File: src/design/ddc_pkg.sv
package ddc_pkg;

  // ****************************************************************
  // register map (byte addresses, one aligned word each)
  // ****************************************************************
  localparam logic [7:0] ADR_CTRL    = 8'h00;
  localparam logic [7:0] ADR_PTRH    = 8'h04;
  localparam logic [7:0] ADR_STAT    = 8'h08;

  // channel control field positions
  localparam int         CTRL_EN     = 0;
  localparam int         CTRL_CFG    = 1;
  localparam int         CTRL_WP     = 4;
  localparam int         CTRL_EDE    = 5;

  // status field positions
  localparam int         STAT_EOD    = 0;
  localparam int         STAT_HOST   = 1;
  localparam int         STAT_BUSY   = 2;
  localparam int         STAT_PTRLO  = 8;

  // reset values
  localparam logic [2:0] CFG_RST     = 3'h0;
  localparam logic [7:0] PTRH_RST    = 8'h00;

  // ****************************************************************
  // protocol constants
  // ****************************************************************
  localparam logic [6:0] DEV_V1      = 7'h50;  // 128-byte structure pair
  localparam logic [6:0] DEV_V2      = 7'h51;  // 256-byte structure pair
  localparam logic [6:0] DEV_FP      = 7'h53;  // flat-panel pair
  localparam logic [1:0] CFG_DUAL    = 2'h2;
  localparam logic [3:0] BYTE_BITS   = 4'h8;
  localparam logic [1:0] DMA_STALL   = 2'h2;   // processor cycles lost per byte written

  typedef enum logic [3:0] {
    ST_IDLE, ST_ADDR, ST_ADDR_ACK, ST_SUB, ST_SUB_ACK,
    ST_WDATA, ST_WDATA_ACK, ST_RDATA, ST_RACK
  } ddc_state_e;

  // device address decode: returns {hit, wide structure}
  function automatic logic [1:0] ddc_match(input logic [2:0] cfg, input logic [6:0] dev);
    case (cfg)
      3'h0, 3'h4: return {dev == DEV_V1, 1'b0};
      3'h1:       return {dev == DEV_V2, 1'b1};
      3'h2, 3'h6: return {(dev == DEV_V1) || (dev == DEV_V2), dev == DEV_V2};
      3'h3:       return {dev == DEV_FP, 1'b1};
      default:    return 2'h0;
    endcase
  endfunction : ddc_match

  // pointer step over the low 7 or 8 bits only
  function automatic logic [7:0] ddc_next_ptr(input logic [7:0] p, input logic wide);
    return wide ? p + 8'h01 : {p[7], p[6:0] + 7'h01};
  endfunction : ddc_next_ptr

  // block select, lsb forced apart when both structures coexist
  function automatic logic [7:0] ddc_block(input logic [7:0] h, input logic [1:0] cfgLow,
                                           input logic wide);
    return (cfgLow == CFG_DUAL) ? {h[7:1], ~wide} : h;
  endfunction : ddc_block

endpackage : ddc_pkg

File: src/design/ddc_edid_slave.sv
module ddc_edid_slave
  import ddc_pkg::*;
(
  input  wire logic        ref_clk,
  input  wire logic        rst_n,
  input  wire logic        wb_cyc_i,
  input  wire logic        wb_stb_i,
  input  wire logic        wb_we_i,
  input  wire logic [7:0]  wb_adr_i,
  input  wire logic [3:0]  wb_sel_i,
  input  wire logic [31:0] wb_dat_i,
  output logic      [31:0] wb_dat_o,
  output logic             wb_ack_o,
  input  wire logic        sclIn,
  input  wire logic        sdaIn,
  output logic             sdaOut,
  output logic             sdaOe,
  output logic      [15:0] memAddr,
  output logic      [7:0]  memWdata,
  output logic             memWe,
  output logic             memRe,
  input  wire logic [7:0]  memRdata,
  output logic             cpuStall,
  output logic             endOfDataIrq
);

  // ****************************************************************
  // bus line conditioning
  // ****************************************************************
  logic sclLvl, sdaLvl, sclRise, sclFall, startDet, stopDet;

  ddc_line_sync ddc_line_sync_i (
    .ref_clk  (ref_clk),
    .rst_n    (rst_n),
    .sclIn    (sclIn),
    .sdaIn    (sdaIn),
    .sclLvl   (sclLvl),
    .sdaLvl   (sdaLvl),
    .sclRise  (sclRise),
    .sclFall  (sclFall),
    .startDet (startDet),
    .stopDet  (stopDet)
  );

  // ****************************************************************
  // wishbone register file
  // ****************************************************************
  logic        enable_q, enable_d, wp_q, wp_d, ede_q, ede_d, eod_q, eod_d;
  logic [2:0]  cfg_q, cfg_d;
  logic [7:0]  ptrHigh_q, ptrHigh_d;
  logic        wbAck_q, wbAck_d;
  logic [31:0] wbDat_q, wbDat_d;
  logic        wbReq, wbWr;
  logic        hostMode_q, hostMode_d;
  logic [7:0]  ptrLow_q, ptrLow_d;
  ddc_state_e  state_q, state_d;
  logic        memWe_q, memWe_d, is256_q, is256_d;
  logic [15:0] memAddr_q, memAddr_d;
  logic        lastByte;

  assign wbReq    = wb_cyc_i & wb_stb_i & ~wbAck_q;
  assign wbWr     = wbReq & wb_we_i & wb_sel_i[0];
  assign lastByte = is256_q ? (memAddr_q[7:0] == 8'hff) : (memAddr_q[6:0] == 7'h7f);

  // one-cycle ack, unmapped addresses read zero and ignore writes
  always_comb begin
    enable_d  = enable_q;
    cfg_d     = cfg_q;
    wp_d      = wp_q;
    ede_d     = ede_q;
    ptrHigh_d = ptrHigh_q;
    eod_d     = eod_q;
    wbAck_d   = wbReq;
    wbDat_d   = 32'h0000_0000;
    if (wbWr && wb_adr_i == ADR_CTRL) begin
      enable_d = wb_dat_i[CTRL_EN];
      wp_d     = wb_dat_i[CTRL_WP];
      ede_d    = wb_dat_i[CTRL_EDE];
      if (!enable_q) begin
        cfg_d = wb_dat_i[CTRL_CFG +: 3];
      end
    end
    if (wbWr && wb_adr_i == ADR_PTRH) begin
      ptrHigh_d = wb_dat_i[7:0];
    end
    if (wbWr && wb_adr_i == ADR_STAT && wb_dat_i[STAT_EOD]) begin
      eod_d = 1'b0;
    end
    // set wins over a clear in the same cycle
    if (memWe_q && lastByte) begin
      eod_d = 1'b1;
    end
    if (wbReq && !wb_we_i) begin
      case (wb_adr_i)
        ADR_CTRL: begin
          wbDat_d[CTRL_EN]       = enable_q;
          wbDat_d[CTRL_CFG +: 3] = cfg_q;
          wbDat_d[CTRL_WP]       = wp_q;
          wbDat_d[CTRL_EDE]      = ede_q;
        end
        ADR_PTRH: wbDat_d[7:0] = ptrHigh_q;
        ADR_STAT: begin
          wbDat_d[STAT_EOD]        = eod_q;
          wbDat_d[STAT_HOST]       = hostMode_q;
          wbDat_d[STAT_BUSY]       = (state_q != ST_IDLE);
          wbDat_d[STAT_PTRLO +: 8] = ptrLow_q;
        end
        default: wbDat_d = 32'h0000_0000;
      endcase
    end
  end

  always_ff @(posedge ref_clk or negedge rst_n) begin
    if (!rst_n) begin
      enable_q  <= 1'b0;
      cfg_q     <= CFG_RST;
      wp_q      <= 1'b0;
      ede_q     <= 1'b0;
      ptrHigh_q <= PTRH_RST;
      eod_q     <= 1'b0;
      wbAck_q   <= 1'b0;
      wbDat_q   <= 32'h0000_0000;
    end else begin
      enable_q  <= enable_d;
      cfg_q     <= cfg_d;
      wp_q      <= wp_d;
      ede_q     <= ede_d;
      ptrHigh_q <= ptrHigh_d;
      eod_q     <= eod_d;
      wbAck_q   <= wbAck_d;
      wbDat_q   <= wbDat_d;
    end
  end

  assign wb_ack_o     = wbAck_q;
  assign wb_dat_o     = wbDat_q;
  assign endOfDataIrq = eod_q & ede_q;

  // ****************************************************************
  // two-wire slave engine
  // ****************************************************************
  logic [3:0]  bitCnt_q, bitCnt_d;
  logic [7:0]  shift_q, shift_d, pendData_q, pendData_d, pendAddr_q, pendAddr_d;
  logic        rw_q, rw_d, mAck_q, mAck_d, drive_q, drive_d;
  logic        pendValid_q, pendValid_d, memRe_q, memRe_d, launch;
  logic        cfgOk, hostEntry;
  logic [1:0]  hit;

  // reserved configs never enter; old-structure configs enter on first scl fall
  assign cfgOk     = ~(cfg_q[2] & cfg_q[0]);
  assign hostEntry = enable_q & ~hostMode_q & cfgOk & (cfg_q[0] | sclFall);
  assign hit       = ddc_match(cfg_q, shift_q[7:1]);

  always_comb begin
    state_d     = state_q;
    bitCnt_d    = bitCnt_q;
    shift_d     = shift_q;
    rw_d        = rw_q;
    is256_d     = is256_q;
    mAck_d      = mAck_q;
    drive_d     = drive_q;
    ptrLow_d    = ptrLow_q;
    pendValid_d = pendValid_q;
    pendData_d  = pendData_q;
    pendAddr_d  = pendAddr_q;
    memRe_d     = 1'b0;
    launch      = 1'b0;
    hostMode_d  = enable_q & cfgOk & (hostMode_q | hostEntry);
    if (hostEntry) begin
      ptrLow_d = 8'h00;
    end
    if (!hostMode_q) begin
      state_d = ST_IDLE;
      drive_d = 1'b0;
    end else if (startDet) begin
      state_d  = ST_ADDR;
      bitCnt_d = 4'h0;
      drive_d  = 1'b0;
    end else if (stopDet) begin
      state_d     = ST_IDLE;
      drive_d     = 1'b0;
      launch      = pendValid_q & ~wp_q;
      pendValid_d = 1'b0;
    end else begin
      case (state_q)
        ST_IDLE: drive_d = 1'b0;
        ST_ADDR, ST_SUB, ST_WDATA: begin
          if (sclRise) begin
            shift_d  = {shift_q[6:0], sdaLvl};
            bitCnt_d = bitCnt_q + 4'h1;
          end else if (sclFall && bitCnt_q == BYTE_BITS) begin
            bitCnt_d = 4'h0;
            drive_d  = 1'b1;
            if (state_q == ST_ADDR) begin
              if (!hit[1]) begin
                state_d = ST_IDLE;
                drive_d = 1'b0;
              end else begin
                rw_d    = shift_q[0];
                is256_d = hit[0];
                state_d = ST_ADDR_ACK;
              end
            end else if (state_q == ST_SUB) begin
              ptrLow_d = shift_q;
              state_d  = ST_SUB_ACK;
            end else begin
              // previous byte goes to ram while this one waits for the next byte or the stop
              launch      = pendValid_q & ~wp_q;
              pendValid_d = 1'b1;
              pendData_d  = shift_q;
              pendAddr_d  = ptrLow_q;
              ptrLow_d    = ddc_next_ptr(ptrLow_q, is256_q);
              state_d     = ST_WDATA_ACK;
            end
          end
        end
        ST_ADDR_ACK: begin
          if (sclRise && rw_q) begin
            memRe_d  = 1'b1;
            ptrLow_d = ddc_next_ptr(ptrLow_q, is256_q);
          end else if (sclFall && rw_q) begin
            state_d  = ST_RDATA;
            drive_d  = ~shift_q[7];
            shift_d  = {shift_q[6:0], 1'b0};
            bitCnt_d = 4'h1;
          end else if (sclFall) begin
            state_d = ST_SUB;
            drive_d = 1'b0;
          end
        end
        ST_SUB_ACK, ST_WDATA_ACK: begin
          if (sclFall) begin
            state_d = ST_WDATA;
            drive_d = 1'b0;
          end
        end
        ST_RDATA: begin
          if (sclFall && bitCnt_q < BYTE_BITS) begin
            drive_d  = ~shift_q[7];
            shift_d  = {shift_q[6:0], 1'b0};
            bitCnt_d = bitCnt_q + 4'h1;
          end else if (sclFall) begin
            drive_d = 1'b0;
            state_d = ST_RACK;
          end
        end
        ST_RACK: begin
          if (sclRise) begin
            mAck_d = ~sdaLvl;
            if (!sdaLvl) begin
              memRe_d  = 1'b1;
              ptrLow_d = ddc_next_ptr(ptrLow_q, is256_q);
            end
          end else if (sclFall && mAck_q) begin
            state_d  = ST_RDATA;
            drive_d  = ~shift_q[7];
            shift_d  = {shift_q[6:0], 1'b0};
            bitCnt_d = 4'h1;
          end else if (sclFall) begin
            state_d = ST_IDLE;
          end
        end
        default: state_d = ST_IDLE;
      endcase
    end
    // fetched byte lands one cycle after the read strobe
    if (memRe_q) begin
      shift_d = memRdata;
    end
  end

  always_ff @(posedge ref_clk or negedge rst_n) begin
    if (!rst_n) begin
      state_q     <= ST_IDLE;
      bitCnt_q    <= 4'h0;
      shift_q     <= 8'h00;
      rw_q        <= 1'b0;
      is256_q     <= 1'b0;
      mAck_q      <= 1'b0;
      drive_q     <= 1'b0;
      hostMode_q  <= 1'b0;
      ptrLow_q    <= 8'h00;
      pendValid_q <= 1'b0;
      pendData_q  <= 8'h00;
      pendAddr_q  <= 8'h00;
      memRe_q     <= 1'b0;
    end else begin
      state_q     <= state_d;
      bitCnt_q    <= bitCnt_d;
      shift_q     <= shift_d;
      rw_q        <= rw_d;
      is256_q     <= is256_d;
      mAck_q      <= mAck_d;
      drive_q     <= drive_d;
      hostMode_q  <= hostMode_d;
      ptrLow_q    <= ptrLow_d;
      pendValid_q <= pendValid_d;
      pendData_q  <= pendData_d;
      pendAddr_q  <= pendAddr_d;
      memRe_q     <= memRe_d;
    end
  end

  // open drain: only ever pulls low
  assign sdaOut = 1'b0;
  assign sdaOe  = drive_q;
  assign memRe  = memRe_q;

  // ****************************************************************
  // dma port, cycle stealing from the processor on ram writes, reads do not stall
  // ****************************************************************
  logic [7:0] memWdata_q, memWdata_d;
  logic [1:0] stall_q, stall_d;

  always_comb begin
    memWe_d    = launch;
    memWdata_d = launch ? pendData_q : memWdata_q;
    memAddr_d  = memAddr_q;
    if (launch) begin
      memAddr_d = {ddc_block(ptrHigh_q, cfg_q[1:0], is256_q), pendAddr_q};
    end else if (memRe_d) begin
      memAddr_d = {ddc_block(ptrHigh_q, cfg_q[1:0], is256_q), ptrLow_q};
    end
    stall_d = launch ? DMA_STALL : (stall_q != 2'h0) ? stall_q - 2'h1 : 2'h0;
  end

  always_ff @(posedge ref_clk or negedge rst_n) begin
    if (!rst_n) begin
      memWe_q    <= 1'b0;
      memWdata_q <= 8'h00;
      memAddr_q  <= 16'h0000;
      stall_q    <= 2'h0;
    end else begin
      memWe_q    <= memWe_d;
      memWdata_q <= memWdata_d;
      memAddr_q  <= memAddr_d;
      stall_q    <= stall_d;
    end
  end

  assign memWe    = memWe_q;
  assign memWdata = memWdata_q;
  assign memAddr  = memAddr_q;
  assign cpuStall = (stall_q != 2'h0);

  // ****************************************************************
  // checks
  // ****************************************************************
  chk_sda_on_low: assert property (@(posedge ref_clk) disable iff (!rst_n)
    $rose(sdaOe) |-> !sclLvl)
    else $error("sda driven while scl high");
  chk_ptr_entry: assert property (@(posedge ref_clk) disable iff (!rst_n)
    $rose(hostMode_q) |-> ptrLow_q == 8'h00)
    else $error("pointer not cleared on entry");
  chk_idle_silent: assert property (@(posedge ref_clk) disable iff (!rst_n)
    state_q == ST_IDLE |-> !sdaOe)
    else $error("sda driven while idle");
  chk_nack_standby: assert property (@(posedge ref_clk) disable iff (!rst_n)
    state_q == ST_RACK && sclFall && !mAck_q && !startDet && !stopDet
    |=> state_q == ST_IDLE)
    else $error("no standby after master nack");
  chk_stop_launch: assert property (@(posedge ref_clk) disable iff (!rst_n)
    hostMode_q && stopDet && pendValid_q && !wp_q |=> memWe ##1 !memWe)
    else $error("stop did not launch one ram write");
  chk_stall_two: assert property (@(posedge ref_clk) disable iff (!rst_n)
    memWe |-> cpuStall ##1 cpuStall ##1 !cpuStall)
    else $error("stall not two cycles");
  chk_wp_block: assert property (@(posedge ref_clk) disable iff (!rst_n)
    memWe |-> !$past(wp_q))
    else $error("write while protected");
  chk_eod_set: assert property (@(posedge ref_clk) disable iff (!rst_n)
    memWe && lastByte |=> eod_q)
    else $error("end flag not set");
  chk_cfg_lock: assert property (@(posedge ref_clk) disable iff (!rst_n)
    $changed(cfg_q) |-> !$past(enable_q))
    else $error("config changed while enabled");
  chk_block_lsb: assert property (@(posedge ref_clk) disable iff (!rst_n)
    (memWe || memRe) && cfg_q[1:0] == CFG_DUAL |-> memAddr[8] == ~is256_q)
    else $error("block lsb wrong in dual config");

  cov_write_flush: cover property (@(posedge ref_clk) disable iff (!rst_n)
    stopDet && pendValid_q ##1 memWe);
  cov_read_nack: cover property (@(posedge ref_clk) disable iff (!rst_n)
    state_q == ST_RACK && sclFall && !mAck_q);
  cov_seq_read: cover property (@(posedge ref_clk) disable iff (!rst_n)
    state_q == ST_RACK && sclFall && mAck_q);
  cov_eod: cover property (@(posedge ref_clk) disable iff (!rst_n) $rose(eod_q));

endmodule : ddc_edid_slave

File: src/design/ddc_line_sync.sv
module ddc_line_sync
  import ddc_pkg::*;
(
  input  wire logic ref_clk,
  input  wire logic rst_n,
  input  wire logic sclIn,
  input  wire logic sdaIn,
  output logic      sclLvl,
  output logic      sdaLvl,
  output logic      sclRise,
  output logic      sclFall,
  output logic      startDet,
  output logic      stopDet
);

  // ****************************************************************
  // three-stage synchronisers with agreement filter
  // ****************************************************************
  logic [2:0] sclSync_q, sclSync_d;
  logic [2:0] sdaSync_q, sdaSync_d;
  logic       sclLvl_q, sclLvl_d, sdaLvl_q, sdaLvl_d;
  logic       sclRise_q, sclRise_d, sclFall_q, sclFall_d;
  logic       start_q, start_d, stop_q, stop_d;

  // a level only moves once stages two and three agree, stage one feeds stage two only
  always_comb begin
    sclSync_d = {sclSync_q[1:0], sclIn};
    sdaSync_d = {sdaSync_q[1:0], sdaIn};
    sclLvl_d  = (sclSync_q[1] == sclSync_q[2]) ? sclSync_q[2] : sclLvl_q;
    sdaLvl_d  = (sdaSync_q[1] == sdaSync_q[2]) ? sdaSync_q[2] : sdaLvl_q;
    sclRise_d = sclLvl_d & ~sclLvl_q;
    sclFall_d = ~sclLvl_d & sclLvl_q;
    // start and stop need scl high before and after the data change
    start_d   = sclLvl_q & sclLvl_d & sdaLvl_q & ~sdaLvl_d;
    stop_d    = sclLvl_q & sclLvl_d & ~sdaLvl_q & sdaLvl_d;
  end

  // idle bus is high on both lines
  always_ff @(posedge ref_clk or negedge rst_n) begin
    if (!rst_n) begin
      sclSync_q <= 3'h7;
      sdaSync_q <= 3'h7;
      sclLvl_q  <= 1'b1;
      sdaLvl_q  <= 1'b1;
      sclRise_q <= 1'b0;
      sclFall_q <= 1'b0;
      start_q   <= 1'b0;
      stop_q    <= 1'b0;
    end else begin
      sclSync_q <= sclSync_d;
      sdaSync_q <= sdaSync_d;
      sclLvl_q  <= sclLvl_d;
      sdaLvl_q  <= sdaLvl_d;
      sclRise_q <= sclRise_d;
      sclFall_q <= sclFall_d;
      start_q   <= start_d;
      stop_q    <= stop_d;
    end
  end

  assign sclLvl   = sclLvl_q;
  assign sdaLvl   = sdaLvl_q;
  assign sclRise  = sclRise_q;
  assign sclFall  = sclFall_q;
  assign startDet = start_q;
  assign stopDet  = stop_q;

  chk_start_scl_high: assert property (@(posedge ref_clk) disable iff (!rst_n)
    startDet |-> sclLvl && !sdaLvl)
    else $error("start flagged without scl high");

endmodule : ddc_line_sync

File: config.mk
export PLATFORM = sky130hd
export DESIGN_NAME = ddc_edid_slave
export DESIGN_NICKNAME = d
export VERILOG_FILES = /design/src/design/ddc_pkg.sv /design/src/design/ddc_edid_slave.sv /design/src/design/ddc_line_sync.sv
export SDC_FILE = /design/constraint.sdc
export NUM_CORES = 1
export LEC_CHECK = 0
export CORE_MARGIN = 10
export CORE_UTILIZATION = 36
export CTS_CLUSTER_SIZE = 8
export DETAILED_ROUTE_END_ITERATION = 12
export DONT_BUFFER_PORTS = 1
export HOLD_SLACK_MARGIN = 0.1
export SLEW_MARGIN = 30
export SYNTH_ARGS = -nofsm -noshare
export SYNTH_HDL_FRONTEND = slang
export SYNTH_SLANG_ARGS = --single-unit
File: constraint.sdc
create_clock -name ref_clk -period 3.2 [get_ports ref_clk]
set_input_delay 0.16 -clock ref_clk [delete_from_list [all_inputs] [get_ports ref_clk]]
set_output_delay 0.16 -clock ref_clk [all_outputs]
set_load 0.005 [all_outputs]
== Word level (Yosys, flattened, before mapping) ==
Cells that the tools add are included.
Cells by class
  mux-type cells: 103
  add/subtract/negate cells: 4
  reduce and logical (&&, ||, !) cells: 38
  order comparisons: 1
  bitwise gates (word level): 37
  eq/ne operators: 54
Operators by type and width (number)
  8-bit two-way mux: 23
  4-bit two-way mux: 24
  16-bit two-way mux: 3
  1-bit two-way mux: 39
  8-bit case mux with 4 select lines: 1
  7-bit == test (second input constant): 4
  4-bit case mux with 6 select lines: 1
  8-bit case mux with 3 select lines: 1
  5-bit by 3-bit inequality test with 1-bit output (second input constant): 4
  10-bit AND reduction: 2
  1-bit bitwise AND: 19
  3-bit inequality test (second input constant): 6
  4-bit by 3-bit == test with 1-bit output (second input constant): 4
  1-bit inverter: 16
  4-bit case mux with 4 select lines: 1
  8-bit AND reduction: 2
  3-bit by 2-bit inequality test with 1-bit output (second input constant): 5
  6-bit by 3-bit inequality test with 1-bit output (second input constant): 2
  2-bit nonzero test: 6
  1-bit logical AND: 11
  2-bit two-way mux: 5
  5-bit by 2-bit inequality test with 1-bit output (second input constant): 2
  5-bit inequality test (second input constant): 2
  5-bit nonzero test: 2
  other kinds (39): 52
Storage, ports and cells
  output and inout bits: 63
  flip-flop bits (word level): 134
  word-level logic and storage cells: 270
  input port bits: 59

== Logic depth before layout (Yosys ltp) ==
  word-level depth: 12
  gate-level depth with buffers: 9
  gate-level depth less buffers: 7

== Cells and area by module ==
From an unflattened synthesis, not the netlist that was laid out.
Unflattened totals
  cells, all modules: 558
  area, all modules: 6062.1 um^2
Modules (own cells, without submodules)
  ddc_edid_slave: times used 1, cells each 536, seq. area each 2652.5 um^2, area an instance 5691.7 um^2
  ddc_line_sync: times used 1, cells each 22, seq. area each 310.3 um^2, area an instance 370.4 um^2

== Worst setup path before layout ==
Ideal clock, no wire load.
  kind: register -> register
  start point: register state_q[1]
  end point: register shift_q[1]
  arrival time: 2.238 ns
  clock period less this slack: 2.364 ns
  buffers on the path: 2
  setup time: 0.126 ns
  slack: 0.836 ns
  stages on the path, launching flop included: 8
  required time: 3.074 ns
  cells stage by stage: dfrtp_1 > buf_6 > or4b_4 > or3_1 > a211o_1 > buf_6 > o21ba_1 > a221o_1
On the way
  cells in the longest elaborated chain, start to end: 7
  elaborated cells between the ends (all ways): 20
  classes of those cells: eq/ne: 12; mux: 5; reduce/logical: 3
Ends and longest elaborated chain
  start: declaration: RTL line ddc_edid_slave.sv:56  | ddc_state_e state_q, state_d;
  start signal: assignment: RTL line ddc_edid_slave.sv:288  | state_q <= state_d;
  4-bit by 1-bit == test with 1-bit output, or another cell as far along: RTL line ddc_edid_slave.sv:185  | case (state_q)
  3-bit OR reduction: RTL line ddc_edid_slave.sv:185
  8-bit case mux with 4 select lines: RTL line ddc_edid_slave.sv:185
  8-bit two-way mux: RTL line ddc_edid_slave.sv:179  | end else if (stopDet) begin
  8-bit two-way mux: RTL line ddc_edid_slave.sv:175  | end else if (startDet) begin
  8-bit two-way mux: RTL line ddc_edid_slave.sv:172  | if (!hostMode_q) begin
  8-bit two-way mux: RTL line ddc_edid_slave.sv:267  | if (memRe_q) begin
  end signal: assignment: RTL line ddc_edid_slave.sv:290  | shift_q <= shift_d;
  end: declaration: RTL line ddc_edid_slave.sv:143  | logic [7:0] shift_q, shift_d, pendData_q, pendData_d, pendAddr_q, pendAddr_d;
Several ways; a longest one is shown, not always the timed one. The select of a mux whose other input is x is not followed.
A chain may end at the register's enable or synchronous reset.

== Worst setup path after layout ==
  start point: register state_q[0]
  end point: register shift_q[2]
The elaborated chain is that of the path after synthesis.

==> out/results.txt <==
Together, buffers and inverters on the worst path number 0. Initial cell density of the core: 0.365. The run gives 1553 as the number of filler instances in the final layout. The tools report the worst relative slew slack as 0.384. STA classifies the critical path startpoint as a register. The post-synthesis instance area came out at 6040 sq um. The flow ran to the end, and the final reports show no timing, DRC or antenna violations. From left edge to right edge, the die measures 150 um. The first global-routing pass estimated 25.9 mm of wire.

In this run, distinct cell masters in the synthesized netlist total 71. The worst vdd rail ir drop was 0.000347 V. The post-CTS setup repair buffer count was 0; the placeable core region was 16500 sq um.

The global route total overflow was 0. The path class of the tightest hold or removal check is in -> reg. Across the routed clock network, the largest skew measured is 9.28 ps.

For the worst setup path, the data arrival time is 3060 ps. Actual slew at the worst max-slew pin: 915 ps. For this block, the via count after detailed routing is 4612. The maximum root-to-sink buffer count is 2.

The sequential element share of the synthesized area was 0.491; the endpoint required time on the critical path was 3490 ps. The prevailing post-synth register cell was sky130_fd_sc_hd__dfrtp_1. The number of port buffers is 0, and the biggest fanout along the worst timing path is 14. Share of flip-flops with an asynchronous set or reset after synthesis: 1.00. The share of layout cells above drive strength 1 works out to 0.199. Kind of critical path: reg -> reg.

The initial DRC count is 362. The critical path goes through or4b_4 > or3_1 > a211o_1 > or2_4 > a221o_1. After floorplanning, the core was divided into 47 placement rows. After detailed routing, the number of vias per cell comes to 5.54. During I/O placement, the number of pins put on the boundary was 122. The repair_antennas step left the layout with diodes totalling 0. Before antenna repair, the detailed router went through 5 iterations. The total routing usage reported by global routing was 0.147. The final layout net count is 662. The total of flip-flops plus latches after synthesis is 118. STA classifies the critical path endpoint as a register. The detail-routed net length per standard cell is 19.8 um.

Setup total negative slack on the finished layout was measured at 0 ps. TritonCTS built the clock tree. The logs give 4609 for the via count of the first global-routing pass and 2820 sq um for the multi-input gate area in the final layout. The leakage component of the power came out at 3.30 nW. The clock-pin slew on the worst setup and hold paths is 50 ps. The residual DRC count came out at 0. The tools report the clock net sink count as 118.

After layout, the minimum clock period comes to 2770 ps. The post-synthesis average cell area is 10.7 sq um, and the initial antenna violation count is 0. Counting the buffers created by CTS gives 17.

Derived from the worst setup path, the maximum achievable clock frequency is 361 MHz. The H-tree level count was 4; the critical path's largest stage delay was 610 ps. The logs give 0 for the number of hold violations in the final report and 0.00343 W for the sum of internal, switching and leakage power. The power density normalized to cell area is 480 nW/um^2.

Setup repair after global routing left no endpoint under its margin. Summed over all layers, the routed wires come to 16.5 mm. Yosys mapped a number of flops with a built-in enable equal to 0. During synthesis, Yosys emitted a total of 0 warnings.

The die covers 22400 sq um. The root buffer cell chosen for the clock tree is sky130_fd_sc_hd__clkbuf_16. Once detailed placement completed, the half-perimeter wirelength came to 11.4 mm.

The cell family contributing the most delay on the critical path is simple AND/OR/NAND/NOR gates. For the worst-skew pair, the clock arrives at the later sink with an insertion delay of 420 ps. The logs give 0 for the number of antenna-violating nets in the routed design and 0 for the max-slew violation total from the final report. The sequential cell area came out at 2960 sq um. The area growth from synthesis to layout is 18.2%.

The count of endpoints failing setup in the final report is 0, and the final cycle utilization of the critical path is 0.866. In the synthesized netlist, the number of instances is 564. From bottom edge to top edge, the die measures 150 um.

Entering global routing, the biggest net connects 119 pins. The worst-path cell with the longest stage delay was sky130_fd_sc_hd__or4b_4. The tools report the number of maximum-capacitance constraint violations as 0. The tools report the routability-driven placement congestion ratio as 0.910.
-- metal layers --
layer / track usage / up-vias / part of all wire
met5: 0 / - / 0
met4: 0.0402 / 0 / 0.0065
met3: 0.0477 / 15 / 0.083
met2: 0.232 / 154 / 0.47
met1: 0.188 / 2317 / 0.44
li1: - / 2126 / -
-- cell usage in the layout, fill, tap and decap left out, types with 14 or more instances in the layout --
cell type and n:
sky130_fd_sc_hd__clkbuf_16 17, sky130_fd_sc_hd__nand2_1 25, sky130_fd_sc_hd__mux2_2 50, sky130_fd_sc_hd__buf_4 22, sky130_fd_sc_hd__nand3_1 14, sky130_fd_sc_hd__a21oi_1 19
sky130_fd_sc_hd__conb_1 17, sky130_fd_sc_hd__dfrtp_1 110, sky130_fd_sc_hd__nor2_1 35, sky130_fd_sc_hd__nor3_1 15, sky130_fd_sc_hd__o21ai_0 17, sky130_fd_sc_hd__dlygate4sd3_1 29
-- power by group --
part           leakage (nW)  switching, W  internal [W]  total [W]
registers              1.61     0.0000121       0.00151    0.00152
logic                  1.42     0.0000642     0.0000391   0.000103
clock network         0.270      0.000650       0.00115    0.00180
total                  3.30      0.000726       0.00270    0.00343
-- final timing paths --
kind / from / endpoint / slack (ps) / cells past startpoint
max: state_q[0]$_DFFE_PN0P_ / shift_q[2]$_DFFE_PN0P_ / 430 / 5
min: wb_we_i / ptrHigh_q[0]$_DFFE_PN0P_ / 140 / 3
max reg2reg: state_q[0]$_DFFE_PN0P_ / shift_q[2]$_DFFE_PN0P_ / 430 / 5
min reg2reg: ddc_line_sync_i.sclSync_q[0]$_DFF_PN1_ / ddc_line_sync_i.sclSync_q[1]$_DFF_PN1_ / 350 / 0
max in group asynchronous: rst_n / shift_q[6]$_DFFE_PN0P_ / 2410 / 2
min in group asynchronous: rst_n / wb_dat_o[5]$_DFF_PN0_ / 370 / 2
-- tightest hold or removal path, cell delays in order --
cell	delay (ps)
sky130_fd_sc_hd__nand2_1	60
sky130_fd_sc_hd__nor4b_2	80
sky130_fd_sc_hd__mux2_2	220
-- sequential cells by signal (all words and copies together) (netlist names), 4 cells and up --
register and flops:
memAddr 16, shift_q 8, memWdata 8, ptrHigh_q 8, state_q 4, pendAddr_q 8, pendData_q 8, ptrLow_q 8
wb_dat_o 16, bitCnt_q 4
-- repair_timing --
item / CTS / global route
endpoints found under the hold margin: 160 / 0
resized for setup: 0 / 0
hold buffers: 30 / 0
-- metrics by stage --
step	worst slack [ps]	instances	utilization	instance area (sq um)	hold WS (ps)
6_report	429	832	0.432	7140	142
5_1_grt	349	832	0.432	7140	148
4_1_cts	479	832	0.432	7140	128
3_5_place_dp	486	771	0.379	6260	-131
3_3_place_gp	512	771	0.379	6260	-131
2_1_floorplan	836	580	-	6100	-136
-- final cells by class --
type,count,share of cell area
flip-flops and latches,118,0.415
clock buffers,22,0.0636
well taps,220,0.0385
repair buffers,52,0.0676
multi-input cells,399,0.394
clock inverters,9,0.0145
inverters,12,0.00631
-- synthesized netlist by cell type, types with 6 or more instances --
library cell               number  area (sq um)
sky130_fd_sc_hd__dfrtp_1      110          2750
sky130_fd_sc_hd__mux2_2        50           563
sky130_fd_sc_hd__nor2_1        35           131
sky130_fd_sc_hd__clkbuf_1      28           105
sky130_fd_sc_hd__nand2_1       25          93.8
sky130_fd_sc_hd__a21oi_1       19          95.1
sky130_fd_sc_hd__buf_4         17           128
sky130_fd_sc_hd__o21ai_0       17          85.1
sky130_fd_sc_hd__nor3_1        15          75.1
sky130_fd_sc_hd__nand3_1       14          70.1
sky130_fd_sc_hd__nand2b_1      13          81.3
sky130_fd_sc_hd__nor2b_1       13          81.3
sky130_fd_sc_hd__a22o_1        12           105
sky130_fd_sc_hd__inv_1         11          41.3
sky130_fd_sc_hd__a221o_1       10           100
sky130_fd_sc_hd__a21o_1         9          67.6
sky130_fd_sc_hd__and2_1         9          56.3
sky130_fd_sc_hd__dfstp_2        8           210
sky130_fd_sc_hd__and3_1         7          43.8
sky130_fd_sc_hd__mux2i_1        7          70.1
sky130_fd_sc_hd__nand4_1        7          43.8
sky130_fd_sc_hd__nor4_1         7          43.8
sky130_fd_sc_hd__o31ai_1        7          52.6
sky130_fd_sc_hd__nor3b_1        6          45.0
sky130_fd_sc_hd__o211ai_1       6          45.0
-- cells by family (layout without fill, tap and decap cells) --
group	count (synthesis)	count (layout)	share of synthesized area
buffers and inverters	63	95	0.0530
xor gates and xnor gates	8	8	0.0116
muxes	58	58	0.107
AOI/OAI and AO/OA	127	127	0.156
and+or+nand+nor	184	184	0.172
DFF	118	118	0.491
adders and majority gates	5	5	0.00953
other	1	17	0.000621
Power figures use the tool's default switching activity.
